### src/prf_pkg.sv
// Package for the periodic response framer: constants and carrier types
package prf_pkg;
  // Field widths of the response frame and of the configuration word
  localparam int SRC_ID_W = 4;
  localparam int KAC_W = 2;
  localparam int STAT_W = 4;
  localparam int CRC_W = 8;
  localparam int FMT_W = 3;
  localparam int DTYPE_W = 2;
  // Format select bit positions: source id, counter, status enables
  localparam int FMT_SRC_BIT = 0;
  localparam int FMT_KAC_BIT = 1;
  localparam int FMT_STAT_BIT = 2;
  // Status code sent in normal operation, all four bits zero
  localparam logic [3:0] STAT_NORMAL = 4'h0;
  // Counter reset value
  localparam logic [1:0] KAC_INIT = 2'h0;
  // CRC seed and polynomial (plain defaults)
  localparam logic [7:0] CRC_SEED = 8'hFF;
  localparam logic [7:0] CRC_POLY = 8'h2F;
  // Per-source configuration carried in one word
  typedef struct packed {
    logic [FMT_W-1:0] response_format_select;
    logic [SRC_ID_W-1:0] source_identifier;
    logic [DTYPE_W-1:0] data_type_select;
  } prf_src_cfg_t;
  // Serial output symbol stream: one bit with valid and frame markers
  typedef struct packed {
    logic valid;
    logic first;
    logic last;
    logic bit_val;
  } prf_sym_t;
endpackage : prf_pkg

### src/prf_crc8.sv
// Bit-serial CRC-8 accumulator for the response frame
`timescale 1ns/1ns
module prf_crc8 (
  input wire logic clk_sys_in,
  input wire logic rstn_in,
  input wire logic init_in,
  input wire logic shift_in,
  input wire logic bit_in,
  output logic [7:0] crc_out
);
  logic [7:0] crc_ff; // Running remainder
  logic fb; // Feedback bit
  assign fb = crc_ff[7] ^ bit_in;
  assign crc_out = crc_ff;
  // Seed on frame start, shift one bit per data cycle
  always_ff @(posedge clk_sys_in) begin
    if (!rstn_in) begin
      crc_ff <= prf_pkg::CRC_SEED;
    end else if (init_in) begin
      crc_ff <= prf_pkg::CRC_SEED;
    end else if (shift_in) begin
      crc_ff <= {crc_ff[6:0], 1'b0} ^ (fb ? prf_pkg::CRC_POLY : 8'h00);
    end
  end
endmodule : prf_crc8

### src/prf_framer.sv
// Periodic data collection response framer, serial bit output
//
// Operation
// - Same symbol stream as command replies
// - Order: id, counter, status, data, CRC
// - Id field carries configured source identifier
// - Two-bit counter per source, starts 00
// - Data field chosen by data type select
// - Frame ends with eight-bit CRC
// - Status field four bits or absent
// - Normal mode sends zero status, real data
// - Reply to broadcast read or fragment
// - Respond only after init done flag set
`timescale 1ns/1ns
module prf_framer #(
  parameter int NUM_SRC = 2,
  parameter int DATA_W = 16
) (
  input wire logic clk_sys_in,
  input wire logic rstn_in,
  input wire logic init_done_flag_in,
  input wire logic trigger_in,
  input wire logic [$clog2(NUM_SRC)-1:0] src_sel_in,
  input wire prf_pkg::prf_src_cfg_t [NUM_SRC-1:0] source_config_reg_in,
  input wire logic [4*DATA_W-1:0] sensor_data_in,
  input wire logic normal_mode_in,
  input wire logic [3:0] error_code_in,
  output prf_pkg::prf_sym_t sym_out,
  output logic busy_out,
  output logic [2*NUM_SRC-1:0] keep_alive_counter_out
);
  localparam int SH_W = 4 + 2 + 4 + DATA_W;
  localparam int CNT_W = $clog2(SH_W + 1);
  localparam int SW = $clog2(NUM_SRC);
  ////////////////////////////////////////////////////////////////////////////
  typedef enum {PRF_IDLE, PRF_BODY, PRF_CRC} prf_state_t;
  prf_state_t state_ff; // Frame sequencer state
  logic [SH_W-1:0] shift_ff; // Body bits, MSB first
  logic [CNT_W-1:0] left_ff; // Body bits still to send
  logic [3:0] crc_left_ff; // CRC bits still to send
  logic [7:0] crc_sh_ff; // Captured CRC being shifted out
  logic [SW-1:0] src_ff; // Source of the frame in flight
  logic [1:0] kac_ff [NUM_SRC]; // Keep-alive counters
  logic first_ff; // Marks first bit of frame
  logic [7:0] crc_val; // CRC accumulator value
  logic crc_init;
  logic crc_shift;
  prf_pkg::prf_sym_t sym_ff; // Registered output symbol
  // Selects a data word by type code
  function automatic logic [DATA_W-1:0] pick_data(
    input logic [4*DATA_W-1:0] d, input logic [1:0] t);
    pick_data = d[t*DATA_W +: DATA_W];
  endfunction : pick_data
  ////////////////////////////////////////////////////////////////////////////
  // Assemble body and width for the chosen source
  prf_pkg::prf_src_cfg_t cfg;
  logic [SH_W-1:0] body;
  logic [CNT_W-1:0] blen;
  always_comb begin
    cfg = source_config_reg_in[src_sel_in];
    body = '0;
    blen = '0;
    // Source identifier first
    if (cfg.response_format_select[prf_pkg::FMT_SRC_BIT]) begin
      body = {body[SH_W-5:0], cfg.source_identifier};
      blen = blen + CNT_W'(4);
    end
    if (cfg.response_format_select[prf_pkg::FMT_KAC_BIT]) begin
      body = {body[SH_W-3:0], kac_ff[src_sel_in]};
      blen = blen + CNT_W'(2);
    end
    // Status: zero in normal mode, else the error code
    if (cfg.response_format_select[prf_pkg::FMT_STAT_BIT]) begin
      body = {body[SH_W-5:0],
              normal_mode_in ? prf_pkg::STAT_NORMAL : error_code_in};
      blen = blen + CNT_W'(4);
    end
    body = {body[SH_W-DATA_W-1:0],
            pick_data(sensor_data_in, cfg.data_type_select)};
    blen = blen + CNT_W'(DATA_W);
    // Left-align so the first field leaves first
    body = body << (CNT_W'(SH_W) - blen);
  end
  ////////////////////////////////////////////////////////////////////////////
  // Start only when enabled and idle; trigger mid-frame is ignored
  logic start;
  assign start = (state_ff == PRF_IDLE) && trigger_in
                 && init_done_flag_in;
  assign crc_init = start;
  assign crc_shift = (state_ff == PRF_BODY);
  prf_crc8 u_crc (
    .clk_sys_in(clk_sys_in),
    .rstn_in(rstn_in),
    .init_in(crc_init),
    .shift_in(crc_shift),
    .bit_in(shift_ff[SH_W-1]),
    .crc_out(crc_val)
  );
  // Sequencer
  always_ff @(posedge clk_sys_in) begin
    if (!rstn_in) begin
      state_ff <= PRF_IDLE;
      shift_ff <= '0;
      left_ff <= '0;
      crc_left_ff <= 4'h0;
      crc_sh_ff <= 8'h00;
      src_ff <= '0;
      first_ff <= 1'b0;
    end else begin
      case (state_ff)
        PRF_IDLE: begin
          if (start) begin
            state_ff <= PRF_BODY;
            shift_ff <= body;
            left_ff <= blen;
            src_ff <= src_sel_in;
            first_ff <= 1'b1;
          end
        end
        PRF_BODY: begin
          shift_ff <= shift_ff << 1;
          left_ff <= left_ff - CNT_W'(1);
          first_ff <= 1'b0;
          if (left_ff == CNT_W'(1)) begin
            state_ff <= PRF_CRC;
            crc_left_ff <= 4'h8;
          end
        end
        PRF_CRC: begin
          if (crc_left_ff == 4'h8) begin
            crc_sh_ff <= {crc_val[6:0], 1'b0};
          end else begin
            crc_sh_ff <= crc_sh_ff << 1;
          end
          crc_left_ff <= crc_left_ff - 4'h1;
          if (crc_left_ff == 4'h1) begin
            state_ff <= PRF_IDLE;
          end
        end
        default: state_ff <= PRF_IDLE;
      endcase
    end
  end
  ////////////////////////////////////////////////////////////////////////////
  // Output bit stream; encoding left to the shared symbol encoder
  always_ff @(posedge clk_sys_in) begin
    if (!rstn_in) begin
      sym_ff <= '0;
    end else begin
      sym_ff.valid <= (state_ff != PRF_IDLE);
      sym_ff.first <= (state_ff == PRF_BODY) && first_ff;
      sym_ff.last <= (state_ff == PRF_CRC) && (crc_left_ff == 4'h1);
      if (state_ff == PRF_BODY) begin
        sym_ff.bit_val <= shift_ff[SH_W-1];
      end else if (state_ff == PRF_CRC) begin
        sym_ff.bit_val <= (crc_left_ff == 4'h8) ? crc_val[7] : crc_sh_ff[7];
      end else begin
        sym_ff.bit_val <= 1'b0;
      end
    end
  end
  assign sym_out = sym_ff;
  // Busy flag
  always_ff @(posedge clk_sys_in) begin
    if (!rstn_in) begin
      busy_out <= 1'b0;
    end else begin
      busy_out <= start || ((state_ff != PRF_IDLE)
                  && !((state_ff == PRF_CRC) && (crc_left_ff == 4'h1)));
    end
  end
  ////////////////////////////////////////////////////////////////////////////
  // Keep-alive counters, one per source, bumped at frame end
  genvar g;
  generate
    for (g = 0; g < NUM_SRC; g++) begin : g_kac
      always_ff @(posedge clk_sys_in) begin
        if (!rstn_in) begin
          kac_ff[g] <= prf_pkg::KAC_INIT;
        end else if ((state_ff == PRF_CRC) && (crc_left_ff == 4'h1)
                     && (src_ff == SW'(g))) begin
          kac_ff[g] <= kac_ff[g] + 2'h1;
        end
      end
      always_ff @(posedge clk_sys_in) begin
        if (!rstn_in) begin
          keep_alive_counter_out[2*g +: 2] <= prf_pkg::KAC_INIT;
        end else begin
          keep_alive_counter_out[2*g +: 2] <= kac_ff[g];
        end
      end
    end
  endgenerate
  ////////////////////////////////////////////////////////////////////////////
  // No frame may start while initialisation is unfinished
  no_start_a: assert property (
    @(posedge clk_sys_in) disable iff (!rstn_in)
    (!init_done_flag_in && state_ff == PRF_IDLE) |=> state_ff == PRF_IDLE)
    else $error("frame started before init done");
  // Trigger while enabled brings first output bit two cycles later
  trig_reply_a: assert property (
    @(posedge clk_sys_in) disable iff (!rstn_in)
    start |-> ##2 (sym_out.valid && sym_out.first))
    else $error("no reply to trigger");
  // After body, exactly eight CRC bits then last
  crc_len_a: assert property (
    @(posedge clk_sys_in) disable iff (!rstn_in)
    (state_ff == PRF_BODY && left_ff == CNT_W'(1)) |=> ##7
    (state_ff == PRF_CRC && crc_left_ff == 4'h1))
    else $error("crc field not eight bits");
  // Counter advances by one at frame end
  kac_step_a: assert property (
    @(posedge clk_sys_in) disable iff (!rstn_in)
    (state_ff == PRF_CRC && crc_left_ff == 4'h1) |=>
    kac_ff[src_ff] == $past(kac_ff[src_ff]) + 2'h1)
    else $error("keep alive counter step wrong");
  // Last CRC bit is flagged and busy drops with it; a stuck busy would
  // hold off the next broadcast read
  frame_end_a: assert property (
    @(posedge clk_sys_in) disable iff (!rstn_in)
    (state_ff == PRF_CRC && crc_left_ff == 4'h1) |=>
    (sym_out.valid && sym_out.last && !busy_out))
    else $error("frame end not flagged");
  // A trigger mid-body must not reload the frame: the master may repeat
  // reads while a reply is still on the wire
  no_restart_a: assert property (
    @(posedge clk_sys_in) disable iff (!rstn_in)
    (state_ff == PRF_BODY && trigger_in) |=>
    left_ff == $past(left_ff) - CNT_W'(1))
    else $error("trigger restarted a frame");
endmodule : prf_framer

### config.mk
export PLATFORM = sky130hd
export DESIGN_NAME = prf_framer
export DESIGN_NICKNAME = d
export VERILOG_FILES = /design/src/prf_pkg.sv /design/src/prf_crc8.sv /design/src/prf_framer.sv
export SDC_FILE = /design/constraint.sdc
export NUM_CORES = 1
export LEC_CHECK = 0
export BUFFER_PORTS_ARGS = -buffer_cell sky130_fd_sc_hd__buf_2
export CAP_MARGIN = 15
export CELL_PAD_IN_SITES_DETAIL_PLACEMENT = 1
export CELL_PAD_IN_SITES_GLOBAL_PLACEMENT = 1
export CORE_AREA = 8 8 116 118
export DETAILED_ROUTE_END_ITERATION = 7
export DIE_AREA = 0 0 124 126
export MAX_ROUTING_LAYER = met4
export PLACE_DENSITY = 0.83
export REMOVE_ABC_BUFFERS = 1
export SETUP_SLACK_MARGIN = 0.5
export SLEW_MARGIN = 20
export SYNTH_ARGS = -nofsm -noshare
export SYNTH_HDL_FRONTEND = slang
export SYNTH_HIERARCHICAL = 1
export SYNTH_SLANG_ARGS = --single-unit
### constraint.sdc
create_clock -name clk_sys_in -period 2.4 [get_ports clk_sys_in]
set_input_delay 0.12 -clock clk_sys_in [delete_from_list [all_inputs] [get_ports clk_sys_in]]
set_output_delay 0.12 -clock clk_sys_in [all_outputs]
set_load 0.02 [all_outputs]
==> metrics.md <==
| Metric | Value |
|---|---|
| WP data arrival | `2.11 ns` |
| # rows | `40` |
| Worst hold slack | `0.136 ns` |
| Initial antenna violation count | `0` |
| Total of max-cap violations | `0` |
| Met2 Usage GRT | `35.2%` |
| Maximum net fanout on the critical path | `14` |
| VDD IR max | `697 uV` |
| Synth Area in Simple Gates | `18.4%` |
| Post-synth EDFFs | `4` |
| Clock Pin Slew Worst Setup and Hold Paths | `0.06 ns` |
| Final Slew Violations | `0` |
| Startpoint Class | `input pin` |
| CTS sink cnt | `67` |
| IO Pins | `101` |
| Achievable frequency | `539 MHz` |
| Gate Count Post-Synth | `535` |
| Fin. Hold Viols | `0` |
| CP Capture Type | `flop` |
| Die W | `124 um` |
| Leading cell types in the layout, fill and taps excluded | `99 x buf_2, 63 x dfxtp_1, 57 x nand2_1, 46 x mux2i_1, 41 x nor2_1` |
| Chip height | `126 um` |
| Wire per inst | `20.2 um` |
| Num CTS Buffers | `9` |
| Req. time, crit path | `2.66 ns` |
| Total gr overflow | `0` |
| Diodes inserted | `0` |
| Vias | `4697` |
| Finished Cell Area | `0.00574 mm^2` |
| Top Usage Layer GRT | `met2` |
| Hold Crit Class | `input pin to flop` |
| Global-route wire length before repair | `26100 um` |
| Htree depth | `3` |
| Layout cells sized above 1 | `28.7%` |
| Dpl cell area | `0.00533 mm^2` |
| Kind of critical path | `input pin to flop` |
| FF+latch count, synth | `67` |
| Synth Area in XOR/XNOR | `2.89%` |
| Post-synth ARST share | `0%` |
| DRT Wirelength | `16100 um` |
| Met3 GRT Util | `3.08%` |
| Iter 0 DRT Violations | `217` |
| Total track usage | `21.3%` |
| Worst-Skew Late Latency | `0.33 ns` |
| Worst slack, placed | `0.0865 ns` |
| Worst setup margin | `0.546 ns` |
| Port-buffer cells | `100` |
| Multi-input logic area | `0.00300 mm^2` |
| Status | `completed` |
| P per Cell Area | `635 mW/mm^2` |
| Total power draw | `3.64 mW` |
| Top FF cell, synth | `dfxtp_1` |
| Final ANT Viol Nets | `0` |
| RSZ-0062 raised after global routing | `yes` |
| Synth warnings | `6` |
| Combinational family with the most area after synthesis | `compound AO/OA/AOI/OAI gates` |
| GP Congestion | `0.928` |
| Min cycle time layout | `1.85 ns` |
| FF/Latch Area | `0.00138 mm^2` |
| CTS max path bufs | `2` |
| Via-per-instance ratio | `5.91` |
| Worst-margin pin slew | `0.494 ns` |
| Most common cell after layout, fill and taps aside | `buf_2` |
| Vias in the first global route | `5054` |
| TritonCTS clock tree | `yes` |
| Die area | `0.0156 mm^2` |
| Largest net degree at the start of global routing | `25` |
| Met1 Use GR | `26.3%` |
| Yosys cell types | `64` |
| Detailed Routing Iterations Pass 1 | `4` |
| Worst Clk Skew | `0.00911 ns` |
| Netlist Area Pre-Place | `0.00463 mm^2` |
| Pleak | `2.51 nW` |
| Fillcell total | `1418` |
| Initial core utilization | `39.5%` |
| Endpoints failing setup | `0` |
| Rel. slew slack | `67.0%` |
| Adder-Cell Fraction of Synth Area | `1.89%` |
| Synth Area per Inst | `8.65 um^2` |
| Post-DP HPWL | `12100 um` |
| Core area | `0.0117 mm^2` |
| Tcrit/Tclk final | `77.2%` |
| Multiplexer share of the synthesized area | `16.3%` |
| # DRC | `0` |
| Clock Tree Root | `clkbuf_16` |
| Fin nets | `742` |
| Post-synthesis sequential area ratio | `29.9%` |
| Area Overhead vs Synth | `24.0%` |
| Synth Area in Compound Gates | `24.6%` |
through the flow:
step / TNS [ns] / util (%) / instances
after floorplan: -0.108 / - / 494
after global placement: 0 / 45.5 / 772
after detailed placement: 0 / 45.5 / 772
after CTS: 0 / 48.4 / 789
after global routing: 0 / 49.0 / 795
final: 0 / 49.0 / 795
critical path, stage by stage:
cell	delay, ns
buf_6	0.16
mux2_4	0.38
clkbuf_4	0.21
and2_4	0.23
a22oi_1	0.29
nand2_1	0.10
mux4_2	0.48
o22ai_2	0.14
cell usage after synthesis, types with 9 or more instances:
cell type	count	area [um^2]
dfxtp_1	63	1260
nand2_1	57	214
mux2i_1	46	460
nor2_1	42	158
a21oi_1	29	145
nand3_1	26	130
clkbuf_1	22	82.6
a22oi_1	20	150
nand2b_1	15	93.8
a31oi_1	12	75.1
nor3_1	12	60.1
a211oi_1	11	82.6
a32oi_1	11	96.3
inv_1	11	41.3
and2_1	10	62.6
a22o_1	9	78.8
per-layer routing:
layer | vias to the layer above | wire (um)
li1 | 2236 | -
met1 | 2294 | 7120
met2 | 149 | 7950
met3 | 18 | 743
met4 | 0 | 260
met5 | - | 0
layout make-up:
cell class	count	share of cell area (%)
clock buffer	10	4.36
clock inverter	6	1.20
inverter	14	0.981
multi-input combinational	414	52.2
sequential	67	24.1
tap	147	3.21
timing repair buffer	137	14.0
sequential cells by signal (all words and copies together), names as in the netlist, 2 cells and up:
name / flops
sym_out: 4
kac_ff: 4
keep_alive_counter_out: 4
state_ff: 2
shift_ff: 26
crc_left_ff: 4
crc_sh_ff: 7
left_ff: 5
u_crc/crc_out: 8
power by group:
| group | switching, mW | internal, mW |
|---|---|---|
| sequential | 0.0564 | 1.19 |
| combinational | 0.567 | 0.432 |
| clock | 0.524 | 0.874 |
| total | 1.15 | 2.50 |
final timing paths:
check,cells after the start,to,slack [ns],start
hold / removal,2,shift_ff[11],0.14,rstn_in
hold reg to reg,2,shift_ff[5],0.48,shift_ff[4]
setup / recovery,8,shift_ff[22],0.55,src_sel_in
setup reg to reg,6,shift_ff[25],0.57,kac_ff[1][1]
cell families after synthesis:
group / after synthesis
XOR/XNOR: 9
buffers and inverters: 55
multiplexers: 63
flip-flops: 67
AO/OA/AOI/OAI: 152
adder cells (fa/ha/maj): 7
AND/OR/NAND/NOR: 182
repair_timing:
action / 4_1_cts / 5_1_grt
gates resized for setup: 3 / 7
cloned: 1 / 0
hold buffers: 0 / 0
setup endpoints to repair: 7 / 23
buffers inserted: 0 / 6
(Power assumes the default switching activity.)
